File: config.mk
export PLATFORM = sky130hd
export DESIGN_NAME = ccgc_global_ctrl
export DESIGN_NICKNAME = d
export VERILOG_FILES = /design/src/ccgc_arbiter.v /design/src/ccgc_global_ctrl.v
export VERILOG_INCLUDE_DIRS = /design/src
export SDC_FILE = /design/constraint.sdc
export NUM_CORES = 1
export LEC_CHECK = 0
export BUFFER_PORTS_ARGS = -buffer_cell sky130_fd_sc_hd__buf_2
export CAP_MARGIN = 30
export CORE_MARGIN = 5
export CORE_UTILIZATION = 43
export CTS_CLUSTER_SIZE = 24
export DETAILED_ROUTE_END_ITERATION = 8
export PLACE_DENSITY = 0.83
export REMOVE_ABC_BUFFERS = 1
export SLEW_MARGIN = 10
export SYNTH_ARGS = -nofsm -noshare
export SYNTH_HDL_FRONTEND = slang
export SYNTH_HIERARCHICAL = 1
export SYNTH_SLANG_ARGS = --single-unit
File: constraint.sdc
create_clock -name clock_i -period 2.6 [get_ports clock_i]
set_clock_uncertainty 0.15 [all_clocks]
set_input_delay 0.39 -clock clock_i [delete_from_list [all_inputs] [get_ports clock_i]]
set_output_delay 0.39 -clock clock_i [all_outputs]
set_load 0.05 [all_outputs]
File: src/ccgc_consts.vh
`ifndef CCGC_CONSTS_VH
`define CCGC_CONSTS_VH

// ----------------------------------------------------------------------------
// Configuration space locations
// ----------------------------------------------------------------------------
`define CCGC_SYSCTL_ADDR      8'h80
`define CCGC_GENCTL_BYTE_ADDR 8'h86
`define CCGC_GENCTL_DW_ADDR   8'h84
`define CCGC_ADDR_W           8

// ----------------------------------------------------------------------------
// System control register, low byte
// ----------------------------------------------------------------------------
`define CCGC_SYS_ID_LOCK_BIT  5
`define CCGC_SYS_CPAR_BIT     4
`define CCGC_SYS_RSVD3_BIT    3
`define CCGC_SYS_KEEP_BIT     1
`define CCGC_SYS_PINSEL_BIT   0
`define CCGC_SYS_ID_LOCK_RST  1'b1
`define CCGC_SYS_CPAR_RST     1'b0
`define CCGC_SYS_RSVD3_RST    1'b0
`define CCGC_SYS_KEEP_RST     1'b0
`define CCGC_SYS_PINSEL_RST   1'b0

// ----------------------------------------------------------------------------
// General control register, 16 bits in dword lanes 3:2
// ----------------------------------------------------------------------------
`define CCGC_GEN_PSW_BIT      10
`define CCGC_GEN_SKTB_BIT     4
`define CCGC_GEN_FWDIS_BIT    3
`define CCGC_GEN_ARB_LSB      0
`define CCGC_GEN_LANE_LSB     16
`define CCGC_GEN_PSW_RST      1'b0
`define CCGC_GEN_SKTB_RST     1'b0
`define CCGC_GEN_FWDIS_RST    1'b0
`define CCGC_GEN_ARB_RST      2'h0

// ----------------------------------------------------------------------------
// Top-level arbitration modes
// ----------------------------------------------------------------------------
`define CCGC_ARB_FW_FIRST     2'h0
`define CCGC_ARB_CARD_FIRST   2'h1
`define CCGC_ARB_FAIR_A       2'h2
`define CCGC_ARB_FAIR_B       2'h3

`endif

File: src/ccgc_arbiter.v
`timescale 1ns/1ps
`default_nettype none
`include "ccgc_consts.vh"

module ccgc_arbiter (
  // Clock and reset
  input  wire       clock_i,
  input  wire       rstn_i,
  // Arbitration mode
  input  wire [1:0] mode_i,
  // Requests
  input  wire       fw_req_i,
  input  wire       card_req_i,
  // Grants
  output reg        fw_gnt_o,
  output reg        card_gnt_o
);

  reg fw_gnt_nxt;
  reg card_gnt_nxt;
  reg last_fw_r;

  // --------------------------------------------------------------------------
  // Grant selection
  // --------------------------------------------------------------------------
  always @* begin
    fw_gnt_nxt   = 1'b0;
    card_gnt_nxt = 1'b0;
    if (fw_req_i && card_req_i) begin
      case (mode_i)
        `CCGC_ARB_FW_FIRST: begin
          fw_gnt_nxt = 1'b1;
        end
        `CCGC_ARB_CARD_FIRST: begin
          card_gnt_nxt = 1'b1;
        end
        default: begin
          fw_gnt_nxt   = ~last_fw_r;
          card_gnt_nxt = last_fw_r;
        end
      endcase
    end else begin
      fw_gnt_nxt   = fw_req_i;
      card_gnt_nxt = card_req_i;
    end
  end

  always @(posedge clock_i) begin
    if (!rstn_i) begin
      fw_gnt_o   <= 1'b0;
      card_gnt_o <= 1'b0;
      last_fw_r  <= 1'b0;
    end else begin
      fw_gnt_o   <= fw_gnt_nxt;
      card_gnt_o <= card_gnt_nxt;
      if (fw_gnt_nxt) begin
        last_fw_r <= 1'b1;
      end else if (card_gnt_nxt) begin
        last_fw_r <= 1'b0;
      end
    end
  end

endmodule
`default_nettype wire

File: src/ccgc_global_ctrl.v
`timescale 1ns/1ps
`default_nettype none
`include "ccgc_consts.vh"

// Contract
// - While id_write_lock is 1 (its reset value) the identification registers are read-only.
// - Card data parity errors reach SERR only while card_parity_report_enable is 1.
// - System control bit 2 and general control bits 15-11, 9-5 and 2 read as zero.
// - While clock_keep_alive is 1 the clock-run line is held so neither clock may stop.
// - Clock_keep_alive is one setting shared by every function.
// - With shared_pin_select at 1 the wake event drives the shared pin.
// - With shared_pin_select at 0 and ring_indicate_enable at 1 the ring output drives it.
// - With both bits at 0 the shared pin is released to high impedance.
// - Power_switch_type_select picks the 1.8-V switch at 0 and the 12-V switch at 1.
// - Second_socket_disable turns off the second socket function.
// - Firewire_function_disable makes that function inaccessible and inert.
// - Top_arbitration_select 00 favours firewire, 01 favours card, 10 and 11 are fair.
// - Global-reset-only bits return to their reset values on global_reset_n alone and survive the bus reset.
module ccgc_global_ctrl (
  // Clock and resets
  input  wire        clock_i,
  input  wire        rstn_i,
  input  wire        global_reset_n_i,
  // Configuration space access
  input  wire        cfg_wr_i,
  input  wire        cfg_rd_i,
  input  wire [7:0]  cfg_addr_i,
  input  wire [3:0]  cfg_byte_en_i,
  input  wire [31:0] cfg_wdata_i,
  output reg  [31:0] cfg_rdata_o,
  output reg         cfg_rd_valid_o,
  // Identification registers
  output reg         id_write_enable_o,
  // Parity reporting
  input  wire        card_parity_error_i,
  output reg         serr_card_parity_o,
  // Clock run
  input  wire        clkrun_n_i,
  output reg         clkrun_n_o,
  output reg         clkrun_n_oe_o,
  output reg         card_bus_clock_stop_allow_o,
  // Shared wake and ring-indicate pin
  input  wire        pme_event_i,
  input  wire        ring_indicate_output_i,
  input  wire        ring_indicate_enable_i,
  output reg         wake_ring_shared_pin_o,
  output reg         wake_ring_shared_pin_oe_o,
  // Function control
  output reg         power_switch_type_select_o,
  output reg         second_socket_disable_o,
  output reg         firewire_function_disable_o,
  // Top-level arbitration
  input  wire        fw_req_i,
  input  wire        card_req_i,
  output wire        fw_gnt_o,
  output wire        card_gnt_o
);

  // --------------------------------------------------------------------------
  // Storage
  // --------------------------------------------------------------------------
  reg        id_write_lock_r;
  reg        card_parity_report_enable_r;
  reg        sys_rsvd3_r;
  reg        clock_keep_alive_r;
  reg        shared_pin_select_r;
  reg        power_switch_type_select_r;
  reg        second_socket_disable_r;
  reg        firewire_function_disable_r;
  reg  [1:0] top_arbitration_select_r;

  reg [31:0] cfg_rdata_nxt;
  reg        pin_oe_nxt;
  reg        pin_val_nxt;

  wire       sys_hit;
  wire       gen_hit;
  wire       sys_wr;
  wire       gen_lo_wr;
  wire       gen_hi_wr;
  wire [7:0] sys_byte;
  wire [15:0] gen_word;

  // --------------------------------------------------------------------------
  // Address decode
  // --------------------------------------------------------------------------
  function match_dword;
    input [7:0] addr;
    input [7:0] base;
    begin
      match_dword = (addr[7:2] == base[7:2]);
    end
  endfunction

  assign sys_hit   = match_dword(cfg_addr_i, `CCGC_SYSCTL_ADDR);
  assign gen_hit   = match_dword(cfg_addr_i, `CCGC_GENCTL_DW_ADDR);

  // --------------------------------------------------------------------------
  // Write strobes
  // --------------------------------------------------------------------------
  // Any byte address inside a dword hits that register; the byte enables
  // alone choose which lanes are written.
  assign sys_wr    = cfg_wr_i && sys_hit && cfg_byte_en_i[0];
  assign gen_lo_wr = cfg_wr_i && gen_hit && cfg_byte_en_i[2];
  assign gen_hi_wr = cfg_wr_i && gen_hit && cfg_byte_en_i[3];

  // --------------------------------------------------------------------------
  // Global-reset-only system control bits
  // --------------------------------------------------------------------------
  // These bits ignore the bus reset so that a host bus reset does not lose
  // the board setup that firmware placed there before the operating system.
  always @(posedge clock_i) begin
    if (!global_reset_n_i) begin
      id_write_lock_r             <= `CCGC_SYS_ID_LOCK_RST;
      card_parity_report_enable_r <= `CCGC_SYS_CPAR_RST;
      sys_rsvd3_r                 <= `CCGC_SYS_RSVD3_RST;
      clock_keep_alive_r          <= `CCGC_SYS_KEEP_RST;
      shared_pin_select_r         <= `CCGC_SYS_PINSEL_RST;
    end else if (sys_wr) begin
      id_write_lock_r             <= cfg_wdata_i[`CCGC_SYS_ID_LOCK_BIT];
      card_parity_report_enable_r <= cfg_wdata_i[`CCGC_SYS_CPAR_BIT];
      sys_rsvd3_r                 <= cfg_wdata_i[`CCGC_SYS_RSVD3_BIT];
      clock_keep_alive_r          <= cfg_wdata_i[`CCGC_SYS_KEEP_BIT];
      shared_pin_select_r         <= cfg_wdata_i[`CCGC_SYS_PINSEL_BIT];
    end
  end

  // --------------------------------------------------------------------------
  // Global-reset-only general control bits
  // --------------------------------------------------------------------------
  // Each byte lane is written on its own so that a byte access to one half of
  // the register leaves the other half untouched.
  always @(posedge clock_i) begin
    if (!global_reset_n_i) begin
      power_switch_type_select_r  <= `CCGC_GEN_PSW_RST;
      firewire_function_disable_r <= `CCGC_GEN_FWDIS_RST;
      top_arbitration_select_r    <= `CCGC_GEN_ARB_RST;
    end else begin
      if (gen_lo_wr) begin
        firewire_function_disable_r <=
          cfg_wdata_i[`CCGC_GEN_LANE_LSB + `CCGC_GEN_FWDIS_BIT];
        top_arbitration_select_r    <=
          cfg_wdata_i[`CCGC_GEN_LANE_LSB + `CCGC_GEN_ARB_LSB +: 2];
      end
      if (gen_hi_wr) begin
        power_switch_type_select_r  <=
          cfg_wdata_i[`CCGC_GEN_LANE_LSB + `CCGC_GEN_PSW_BIT];
      end
    end
  end

  // --------------------------------------------------------------------------
  // Bus-reset bits
  // --------------------------------------------------------------------------
  // Socket B disable is an ordinary bit: the bus reset clears it as well as
  // the global reset, unlike its neighbours in the same register.
  always @(posedge clock_i) begin
    if (!rstn_i || !global_reset_n_i) begin
      second_socket_disable_r <= `CCGC_GEN_SKTB_RST;
    end else if (gen_lo_wr) begin
      second_socket_disable_r <=
        cfg_wdata_i[`CCGC_GEN_LANE_LSB + `CCGC_GEN_SKTB_BIT];
    end
  end

  // --------------------------------------------------------------------------
  // Read-back
  // --------------------------------------------------------------------------
  assign sys_byte = {2'h0,
                     id_write_lock_r,
                     card_parity_report_enable_r,
                     sys_rsvd3_r,
                     1'b0,
                     clock_keep_alive_r,
                     shared_pin_select_r};

  assign gen_word = {5'h00,
                     power_switch_type_select_r,
                     5'h00,
                     second_socket_disable_r,
                     firewire_function_disable_r,
                     1'b0,
                     top_arbitration_select_r};

  always @* begin
    cfg_rdata_nxt = 32'h0000_0000;
    if (sys_hit) begin
      cfg_rdata_nxt = {24'h00_0000, sys_byte};
    end else if (gen_hit) begin
      cfg_rdata_nxt = {gen_word, 16'h0000};
    end
  end

  // --------------------------------------------------------------------------
  // Read port
  // --------------------------------------------------------------------------
  // Only a read loads the data register, so the answer stays readable until
  // the next read even while writes go on.
  always @(posedge clock_i) begin
    if (!rstn_i || !global_reset_n_i) begin
      cfg_rdata_o    <= 32'h0000_0000;
      cfg_rd_valid_o <= 1'b0;
    end else begin
      cfg_rd_valid_o <= cfg_rd_i;
      if (cfg_rd_i) begin
        cfg_rdata_o <= cfg_rdata_nxt;
      end
    end
  end

  // --------------------------------------------------------------------------
  // Shared pin routing
  // --------------------------------------------------------------------------
  // The select bit wins over ring enable so that a wake event is never hidden
  // behind a ring indicate setup.
  always @* begin
    pin_oe_nxt  = 1'b0;
    pin_val_nxt = 1'b0;
    if (shared_pin_select_r) begin
      pin_oe_nxt  = 1'b1;
      pin_val_nxt = pme_event_i;
    end else if (ring_indicate_enable_i) begin
      pin_oe_nxt  = 1'b1;
      pin_val_nxt = ring_indicate_output_i;
    end
  end

  always @(posedge clock_i) begin
    if (!rstn_i || !global_reset_n_i) begin
      wake_ring_shared_pin_o    <= 1'b0;
      wake_ring_shared_pin_oe_o <= 1'b0;
    end else begin
      wake_ring_shared_pin_o    <= pin_val_nxt;
      wake_ring_shared_pin_oe_o <= pin_oe_nxt;
    end
  end

  // --------------------------------------------------------------------------
  // Identification and parity outputs
  // --------------------------------------------------------------------------
  always @(posedge clock_i) begin
    if (!rstn_i || !global_reset_n_i) begin
      id_write_enable_o  <= 1'b0;
      serr_card_parity_o <= 1'b0;
    end else begin
      id_write_enable_o  <= ~id_write_lock_r;
      serr_card_parity_o <= card_parity_error_i &
                            card_parity_report_enable_r;
    end
  end

  // --------------------------------------------------------------------------
  // Clock-run outputs
  // --------------------------------------------------------------------------
  // The clock-run line is low active and open drain; while keep-alive is set
  // the block pulls it low whenever the host releases it to ask for a stop.
  always @(posedge clock_i) begin
    if (!rstn_i || !global_reset_n_i) begin
      clkrun_n_o                  <= 1'b0;
      clkrun_n_oe_o               <= 1'b0;
      card_bus_clock_stop_allow_o <= 1'b1;
    end else begin
      clkrun_n_o                  <= 1'b0;
      clkrun_n_oe_o               <= clock_keep_alive_r & clkrun_n_i;
      card_bus_clock_stop_allow_o <= ~clock_keep_alive_r;
    end
  end

  // --------------------------------------------------------------------------
  // Function control outputs
  // --------------------------------------------------------------------------
  always @(posedge clock_i) begin
    if (!rstn_i || !global_reset_n_i) begin
      power_switch_type_select_o  <= 1'b0;
      second_socket_disable_o     <= 1'b0;
      firewire_function_disable_o <= 1'b0;
    end else begin
      power_switch_type_select_o  <= power_switch_type_select_r;
      second_socket_disable_o     <= second_socket_disable_r;
      firewire_function_disable_o <= firewire_function_disable_r;
    end
  end

  // --------------------------------------------------------------------------
  // Top-level arbitration
  // --------------------------------------------------------------------------
  // A disabled firewire function cannot win the bus. The grant history restarts on
  // either reset, so fair mode opens with the firewire side unless firewire took the last grant since then.
  ccgc_arbiter u_arb (
    .clock_i    (clock_i),
    .rstn_i     (rstn_i & global_reset_n_i),
    .mode_i     (top_arbitration_select_r),
    .fw_req_i   (fw_req_i & ~firewire_function_disable_r),
    .card_req_i (card_req_i),
    .fw_gnt_o   (fw_gnt_o),
    .card_gnt_o (card_gnt_o)
  );

endmodule
`default_nettype wire

=== Word level (Yosys, flattened, before mapping) ===
Cells that the tools add are included.

* Register bits: 55
* Latch bits: 0
* RAM bits: 0
* Memory bits (read-only): 0
* Input bits: 56
* Output and inout bits: 45
* Logic and storage cells: 57
* Memories: 0

* $add $sub $neg: 0
* Multipliers: 0
* Div/mod/pow operators: 0
* Order comparisons: 0
* Eq/ne operators: 3
* Shift operators: 0
* Multiplexer cells: 12
* Bitwise logic cells: 8
* Reduce and logical (&&, ||, !) cells: 11

{| class="wikitable"
|+ Operators by type and width
! cell !! number
|-
| 2-to-1 mux 27 bit || 2
|-
| == test 6 bit, second input constant || 2
|-
| 2-to-1 mux 1 bit || 8
|-
| logical AND 1 bit || 6
|-
| bitwise AND 1 bit || 4
|-
| NOT 1 bit || 4
|-
| case mux 1 bit (2 select lines) || 2
|-
| == test 2 x 1 -> 1 bit, second input constant || 1
|-
| zero test 1 bit || 2
|-
| zero test 2 bit || 1
|-
| nonzero test 2 bit || 1
|-
| logical OR 1 bit || 1
|}

=== Longest topological paths before layout ===
Gate-level depths: netlist of the first run.

* Word-level depth: 6
* Gate-level depth with buffers: 5
* Depth with buffers taken out: 4

=== Modules after synthesis ===
Netlist of the first run, hierarchy kept.

{| class="wikitable"
|+ Modules (own cells, without submodules)
! module !! instances !! cells an instance !! area an instance (µm²) !! seq. area each (µm²)
|-
| ccgc_global_ctrl || 1 || 146 || 1321.3 || 600.6
|-
| ccgc_arbiter || 1 || 11 || 113.9 || 60.1
|}

=== Worst setup path before layout of the first run ===
OpenSTA, ideal clock, no wires.

* Path type: input -> register
* Start point: input cfg_addr_i[5]
* End point: register card_parity_report_enable_r
* Library setup time: 72 ps
* Arrival: 1214 ps
* Data required time: 2378 ps
* Slack: 1165 ps
* Stages on the path: 4
* Path buffers: 1
* Cell sequence: nor4b_4 > and4_1 > buf_6 > mux2i_1

* Word-level cells in the longest chain between the ends: 3

{| class="wikitable"
|+ RTL lines
! item !! RTL line !! source
|-
| start, declared || ccgc_global_ctrl.v:27 || <nowiki>input wire [7:0] cfg_addr_i,</nowiki>
|-
| == test 6 bit || ccgc_global_ctrl.v:91 || <nowiki>match_dword = (addr[7:2] == base[7:2]);</nowiki>
|-
| logical AND 1 bit (2 in series) || ccgc_global_ctrl.v:103 || <nowiki>assign sys_wr = cfg_wr_i && sys_hit && cfg_byte_en_i[0];</nowiki>
|-
| end signal, assigned || ccgc_global_ctrl.v:115 || <nowiki>card_parity_report_enable_r <= `CCGC_SYS_CPAR_RST;</nowiki>
|-
| end signal, assigned || ccgc_global_ctrl.v:121 || <nowiki>card_parity_report_enable_r <= cfg_wdata_i[`CCGC_SYS_CPAR_BIT];</nowiki>
|-
| end, declared || ccgc_global_ctrl.v:63 || <nowiki>reg card_parity_report_enable_r;</nowiki>
|}

No other way between the ends.
A chain may end at the register's enable or synchronous reset.

=== Worst setup path after layout of the first run ===
* Start point: input rstn_i
* End point: register cfg_rdata_o[3]

* Word-level cells in the longest chain between the ends: 2

{| class="wikitable"
|+ RTL lines
! item !! RTL line !! source
|-
| start, declared || ccgc_global_ctrl.v:22 || <nowiki>input wire rstn_i,</nowiki>
|-
| zero test 1 bit || ccgc_global_ctrl.v:200 || <nowiki>if (!rstn_i || !global_reset_n_i) begin</nowiki>
|-
| logical OR 1 bit || ccgc_global_ctrl.v:200 ||
|-
| end signal, assigned || ccgc_global_ctrl.v:206 || <nowiki>cfg_rdata_o <= cfg_rdata_nxt;</nowiki>
|-
| end, declared || ccgc_global_ctrl.v:30 || <nowiki>output reg [31:0] cfg_rdata_o,</nowiki>
|}

No other way between the ends.

==> impl_metrics.toml, run 1 <==
[global_routing]
grt_pass1_wl_um = 4400
grt_max_degree = 22
antenna_found_initial = 0
grt_pass1_vias = 1018
grt_overflow_total = 0
grt_use_total = 0.132

[layout]
final_cells = 256
final_core_util = 0.512
n_antenna_cell = 0
top_regs = "cfg_rdata_o (10), top_arbitration_select_r (2)"
regMostFlops = "cfg_rdata_o"
final_nets = 265
drive_gt1_frac = 0.290
fillCellCount = 320
syn_to_final_growth_pct = 17.3
final_cell_area_um2 = 1680
largest_reg_flops = 10

[logic_synthesis]
ys.flop_type = "dfxtp_1"
synth_edf_count = 0
synthCells = 157
synth.avg_cell_area_um2 = 9.14
synth_top_area_frac = 0.460
yosysMostFrequentCell = "dfxtp_1"
yosys_warnings = 6
netlist-cell-type-count = 23
yosys_register_bits = 33
syn_area_um2 = 1440
seq_area_frac_synth = 0.460
synth_top_area_cell = "dfxtp_1"
async_flop_share = 0
synth.area.top_cells = "dfxtp_1 (46%), buf_4 (13%), mux2i_1 (7.0%)"
synth_commonest_cells = "dfxtp_1 (33), buf_4 (24), nand2_1 (24)"

[routing]
drc = 0
avgRoutedWirePerCell_um = 11.4
viasPerCell = 4.43
dr.pass1.iters = 4
drtIter0Drc = 100
vias = 1135
drt_wl_total_um = 2910
postRouteAntennaNets = 0

[die]
placementRows = 21
core_area_um2 = 3280
io_pins = 101
start_util = 0.437
die_y_um = 67.8
die_width_um = 67.8
dieArea_um2 = 4590

[power]
p_leak_nw = 0.802
ir_worst_vdd_v = 0.000198
powerDensity_nw_per_um2 = 543
finalPower_uw = 914

[sta]
setup_viol = 0
worst_slew_pin_slew_ns = 0.505
fin_crit_ns = 1.59
grt_setup_unrepaired = "no"
whs_ns = 0.112
fin_setup_tns_ns = 0
drv_slew = 0
maxSlewHeadroom = 0.661
fin_ws_ns = 1.01
fmax_mhz = 629
finalCritPeriodShare = 0.611
finalHoldViolCount = 0

[critical_path]
required_ns = 2.65
crit_type = "primary input to register"
rr_worst_depth = 2
cp-end-kind = "register"
critPathLaunchType = "primary input"
r2r_start = "top_arbitration_select_r[1]$_SDFFE_PN0P_"
critPathArrivalTime_ns = 1.64
path_max_fanout = 20
rrSetupSlack_ns = 1.44
r2r_end = "u_arb/card_gnt_o$_SDFF_PN0_"

[clock_network]
hold_buffers = 0
cts.clk_slew.worst_paths_ns = 0.09
numCtsBuffers = 5
clockBufferDepth = 2
cts-resized-gates = 0
clkSinkCount = 33
cts_tree = "done"
cts_root_buf = "clkbuf_4"
clock_latency_ns = 0.32
postCtsSetupBuffers = 0
h-tree-depth = 2

[place]
place_area_um2 = 1630
place.gp.congestion = 0.712
dpl.hpwl_um = 2230
io_buffers = 52
pre_cts_ws_ns = 0.685
dp.cells = 248

[hold_path]
worstHoldStart = "card_req_i"
min_delay_worst_endpoint = "u_arb/fw_gnt_o$_SDFF_PN0_"
min_path_cells = 2
min_path_type = "primary input to register"

[flow_run]
maxCapViolCount = 0

[run_status]
outcome = "complete, no violations"
==> critical path, cell delays in order <==
cell	delay [ns]
buf_2	0.12
nand2_1	0.15
clkinv_1	0.45
buf_4	0.35
nand3b_1	0.09
o21ai_0	0.09
==> layout by cell type (no fill, tap or decap), drive strengths merged <==
master  synthesis  routed
buf            27      54
dfxtp          33      33
nand2          24      24
conb            1      23
nand3b         11      11
mux2i          10      10
nand3          10      10
o21ai          10      10
clkbuf          4       8
nor2            5       5
and3            5       5
nor2b           4       4
inv             3       3
and4            2       2
a21oi           2       2
clkinv          1       1
nor4b           1       1
nand4           1       1
mux2            1       1
o211a           1       1
o32ai           1       1
==> power by group <==
group          switching, mW  total (mW)  internal [mW]
logic                  0.115       0.145         0.0300
registers            0.00148       0.511          0.509
clock network          0.151       0.258          0.108
total                  0.267       0.914          0.647
==> worst max-delay path by stage <==
stage	start	to	slack [ns]	cells past startpoint
2_1_floorplan	rstn_i	clkrun_n_oe_o$_SDFF_PN0_	1.09	3
5_1_grt	rstn_i	cfg_rdata_o[4]$_SDFFE_PN0P_	0.85	6
3_5_place_dp	rstn_i	serr_card_parity_o$_SDFF_PN0_	0.68	5
3_3_place_gp	rstn_i	serr_card_parity_o$_SDFF_PN0_	0.71	5
6_report	rstn_i	cfg_rdata_o[3]$_SDFFE_PN0P_	1.01	6
4_1_cts	rstn_i	cfg_rdata_o[3]$_SDFFE_PN0P_	1.01	6
==> logic make-up (layout without fill, tap and decap cells) <==
| family | count (synthesis) | in the layout | share of synthesized area |
|---|---|---|---|
| other | 1 | 23 | 0.00261 |
| AO/OA/AOI/OAI | 14 | 14 | 0.0549 |
| flip-flops | 33 | 33 | 0.460 |
| buffers and inverters | 35 | 66 | 0.161 |
| AND/OR/NAND/NOR | 63 | 63 | 0.241 |
| multiplexers | 11 | 11 | 0.0802 |
==> cell type report <==
cell class / instances / area, um2 / area share
clock buffer: 8 / 48.8 / 0.0290
inverter: 4 / 15.0 / 0.00892
multi-input combinational: 111 / 626 / 0.372
sequential: 33 / 661 / 0.393
tap: 46 / 57.6 / 0.0342
timing repair buffer: 54 / 275 / 0.164
==> per-layer routing <==
layer	up-vias	part of all wire	global-route usage	wire, um
met5	-	0	0	0
met4	0	0.033	0.0893	97
met1	490	0.41	0.158	1180
li1	581	-	-	-
met3	10	0.10	0.0399	304
met2	54	0.46	0.203	1330
Power figures use the tool's default switching activity.
==> run 2, diff against run 1 <==
Settings changed: CORE_UTILIZATION 43 to 36, PLACE_DENSITY 0.83 to 0.75.
Clock period 2.6 ns to 1.44 ns, I/O delays scaled along.
==> impl_metrics.toml, run 2 (synthesized netlist as in run 1, its figures left out) <==
[run_status]
outcome = "complete, no violations"

[clock_network]
cts.clk_slew.worst_paths_ns = 0.06
clkSinkCount = 33
cts_tree = "done"
numCtsBuffers = 5
postCtsSetupBuffers = 0
clock_latency_ns = 0.27
cts_root_buf = "clkbuf_8"
h-tree-depth = 2
clockBufferDepth = 2

[critical_path]
worst_path_max_delay_cell = "dfxtp_1"
crit_type = "register to output port"
critPathArrivalTime_ns = 0.87
crit_family = "flip-flops"
slowest_delay_ns = 0.34
path_max_fanout = 2
cp-end-kind = "output port"
required_ns = 1.07
critical_path.cell_chain = "buf_2"
critPathLaunchType = "register"
cp_num_buf_inv = 1

[global_routing]
grt_use_total = 0.117
grt_pass1_vias = 1094
antenna_found_initial = 0
grt_pass1_wl_um = 4800
grt_overflow_total = 0
grt_max_degree = 29

[sta]
grt_setup_unrepaired = "no"
setup_viol = 0
whs_ns = 0.0118
fmax_mhz = 806
finalHoldViolCount = 0
fin_crit_ns = 1.24
drv_slew = 0
finalCritPeriodShare = 0.862
fin_ws_ns = 0.199

[routing]
highest_layer = "met4"
drt_wl_total_um = 3100
viasPerCell = 4.33
wl_met3_um = 313
postRouteAntennaNets = 0
drc = 0
drtIter0Drc = 99
avgRoutedWirePerCell_um = 11.7
dr.pass1.iters = 4
dr_wl_met2_um = 1530
met1Wirelength_um = 1230
vias = 1143

[layout]
regMostFlops = "cfg_rdata_o"
layout_common_cells = "buf_2 (52), dfxtp_1 (33), nand2_1 (24)"
mostFrequentLayoutCell = "buf_2"
fillCellCount = 400
seq_area_um2 = 661
syn_to_final_growth_pct = 23.9
top_regs = "cfg_rdata_o (10), top_arbitration_select_r (2)"
multiInputGateArea_um2 = 626
drive_gt1_frac = 0.308
largest_reg_flops = 10
n_antenna_cell = 0
final_nets = 270

[die]
die_y_um = 73.1
start_util = 0.364
io_pins = 101
die_width_um = 73.1
core_area_um2 = 3940
placementRows = 23
dieArea_um2 = 5350

[power]
p_leak_nw = 0.850
ir_worst_vdd_v = 0.000425
finalPower_mw = 1.87
powerDensity_nw_per_um2 = 1050

[place]
pre_cts_ws_ns = -0.0449
dpl.hpwl_um = 2400
place.gp.congestion = 0.733
io_buffers = 52

[hold_path]
min_path_type = "primary input to register"

[flow_run]
maxCapViolCount = 0
run 2: changes by cell type in the layout (fill, tap and decap cells not counted):
cell	delta
buf_4	+3
clkbuf_4	-5
buf_12	+1
dlygate4sd3_1	+1
clkbuf_1	-2
clkbuf_8	+6
run 2: per-layer routing:
layer  global-route usage  vias up
li1                     -      589
met1                0.131      504
met2                0.196       48
met3               0.0537        2
met4               0.0369        0
met5                    0        -
run 2: final timing paths:
| kind | from | endpoint | slack (ns) | cells past startpoint |
|---|---|---|---|---|
| setup / recovery | cfg_rdata_o[0]$_SDFFE_PN0P_ | cfg_rdata_o[0] | 0.20 | 1 |
| hold / removal | ring_indicate_enable_i | wake_ring_shared_pin_oe_o$_SDFF_PN0_ | 0.01 | 3 |
| setup reg to reg | top_arbitration_select_r[1]$_SDFFE_PN0P_ | u_arb/card_gnt_o$_SDFF_PN0_ | 0.27 | 2 |
| hold reg to reg | clock_keep_alive_r$_SDFFE_PN0P_ | card_bus_clock_stop_allow_o$_SDFF_PN1_ | 0.27 | 1 |
run 2: through the flow:
stage | utilization | setup TNS, ns | cells | cell area, um2
6_report | 0.451 | 0 | 264 | 1780
5_1_grt | 0.451 | 0 | 264 | 1780
4_1_cts | 0.451 | 0 | 264 | 1780
3_5_place_dp | 0.427 | -0.317 | 256 | 1680
3_3_place_gp | 0.427 | 0 | 256 | 1680
2_1_floorplan | - | 0 | 148 | 1300
run 2: timing repair:
action                    4_1_cts  5_1_grt
gates resized for setup         0        0
hold endpoints to repair        1        0
hold buffers                    1        0
run 2: power breakdown:
part / internal [mW] / leakage, nW / switching, mW
clock: 0.379 / 0.0443 / 0.294
combinational: 0.0616 / 0.539 / 0.210
sequential: 0.920 / 0.267 / 0.00271
run 2: area by class of cell:
type | count | share of cell area
multi-input combinational | 111 | 0.352
tap | 50 | 0.0352
inverter | 4 | 0.00844
clock buffer | 7 | 0.0486
timing repair buffer | 59 | 0.184
sequential | 33 | 0.372
==> run 3, diff against run 2 <==
Settings changed: BUFFER_PORTS_ARGS -buffer_cell sky130_fd_sc_hd__buf_2 to default, CORE_UTILIZATION 36 to 55, DONT_BUFFER_PORTS from default to 1, PLACE_DENSITY 0.75 to 0.73.
==> impl_metrics.toml, run 3 (synthesized netlist as in run 1, its figures left out) <==
[power]
powerDensity_nw_per_um2 = 1030
p_leak_nw = 0.807
finalPower_mw = 1.93
ir_worst_vdd_v = 0.000910

[die]
placementRows = 18
io_pins = 101
core_area_um2 = 2480
die_width_um = 61.1
dieArea_um2 = 3730
start_util = 0.579
die_y_um = 61.1

[sta]
worst_slew_pin_slew_ns = 0.635
fin_ws_ns = 0.0475
fmax_mhz = 718
grt_setup_unrepaired = "no"
fin_crit_ns = 1.39
finalCritPeriodShare = 0.967
finalHoldViolCount = 0
drv_slew = 0
maxSlewHeadroom = 0.577
fin_setup_tns_ns = 0
setup_viol = 0

[critical_path]
critPathArrivalTime_ns = 1.50
cp-end-kind = "register"
critPathLaunchType = "primary input"
slowest_delay_ns = 0.57
cp_common_cell = "dlygate4sd3_1"
worst_path_max_delay_cell = "dlygate4sd3_1"
crit_family = "buffers and inverters"
path_max_fanout = 1
cp_num_buf_inv = 2
critical_path.cell_chain = "dlygate4sd3_1 -> nand2_1 -> dlygate4sd3_1 -> mux2i_1"
required_ns = 1.55
crit_type = "primary input to register"

[routing]
drc = 0
postRouteAntennaNets = 0
dr.pass1.iters = 4
drt_wl_total_um = 3410
drtIter0Drc = 28
vias = 1164
avgRoutedWirePerCell_um = 14.6
viasPerCell = 5.00

[layout]
top_regs = "cfg_rdata_o (10), top_arbitration_select_r (2)"
largest_reg_flops = 10
fillCellCount = 181
drive_gt1_frac = 0.123
layout_common_cells = "dfxtp_1 (32), dlygate4sd3_1 (32), nand2_1 (24)"
regMostFlops = "cfg_rdata_o"
syn_to_final_growth_pct = 30.5
n_antenna_cell = 0
final_nets = 258

[clock_network]
cts_root_buf = "clkbuf_4"
clockBufferDepth = 2
clkSinkCount = 33
h-tree-depth = 2
clock_latency_ns = 0.34
cts_tree = "done"
cts.clk_slew.worst_paths_ns = 0.10
postCtsSetupBuffers = 0
numCtsBuffers = 5

[place]
pre_cts_ws_ns = 0.0352
io_buffers = 0
place.gp.congestion = 0.660
dpl.hpwl_um = 2160

[global_routing]
grt_use_total = 0.204
grt_pass1_vias = 1233
grt_max_degree = 22
grt_pass1_wl_um = 5460
antenna_found_initial = 0
grt_overflow_total = 0

[hold_path]
min_path_type = "primary input to register"

[run_status]
outcome = "complete, no violations"

[flow_run]
maxCapViolCount = 0
run 3: changes by cell type in the layout (fill, tap and decap cells not counted), moves of 2 or more:
| cell | before | now |
|---|---|---|
| clkbuf_8 | 6 | 1 |
| dlygate4sd3_1 | 1 | 32 |
| dlymetal6s4s_1 | 0 | 2 |
| buf_2 | 52 | 0 |
| clkbuf_4 | 0 | 5 |
| buf_4 | 5 | 13 |
run 3: what timing repair did:
action                     CTS  global route
resized for setup            0             5
hold buffers                35             0
setup endpoints to repair    0            10
hold endpoints to repair    31             0
run 3: per-stage QoR:
stage	instances	utilization	hold slack, ns	area [um2]
2_1_floorplan	148	-	0.155	1300
3_3_place_gp	191	0.580	0.159	1440
3_5_place_dp	191	0.580	0.162	1440
4_1_cts	234	0.756	0.00491	1870
5_1_grt	233	0.756	0.0138	1870
6_report	233	0.756	0.0198	1870
run 3: area by class of cell:
class                      count  area (um2)  area share
inverter                       4        15.0     0.00802
clock buffer                   7        55.1      0.0294
timing repair buffer          47         443       0.236
multi-input combinational    111         631       0.337
sequential                    33         662       0.353
clock inverter                 1        30.0      0.0160
tap                           30        37.5      0.0200
run 3: power breakdown:
| group | switching (mW) | internal, mW | leakage [nW] |
|---|---|---|---|
| registers | 0.0206 | 0.919 | 0.267 |
| logic | 0.185 | 0.0793 | 0.495 |
| clock network | 0.306 | 0.414 | 0.0455 |
run 3: routing by layer:
metal | GRT usage | wire, um | vias to the layer above
li1 | - | - | 570
met1 | 0.211 | 1320 | 523
met2 | 0.356 | 1680 | 63
met3 | 0.0860 | 352 | 8
met4 | 0.0960 | 62 | 0
met5 | 0 | 0 | -
run 3: path summary, 6_finish.rpt:
path,cells past startpoint,end,from,slack (ns)
setup / recovery,4,firewire_function_disable_r$_SDFFE_PN0P_,cfg_wdata_i[19],0.05
hold / removal,3,u_arb/fw_gnt_o$_SDFF_PN0_,fw_req_i,0.02
setup reg to reg,3,top_arbitration_select_r[0]$_SDFFE_PN0P_,top_arbitration_select_r[0]$_SDFFE_PN0P_,0.14
hold reg to reg,1,card_bus_clock_stop_allow_o$_SDFF_PN1_,clock_keep_alive_r$_SDFFE_PN0P_,0.27
run 3: worst register-to-register path: stages, from the launching register on:
cell           delay, ns
dfxtp_1             0.36
nand2_1             0.06
dlygate4sd3_1       0.55
mux2i_1             0.12
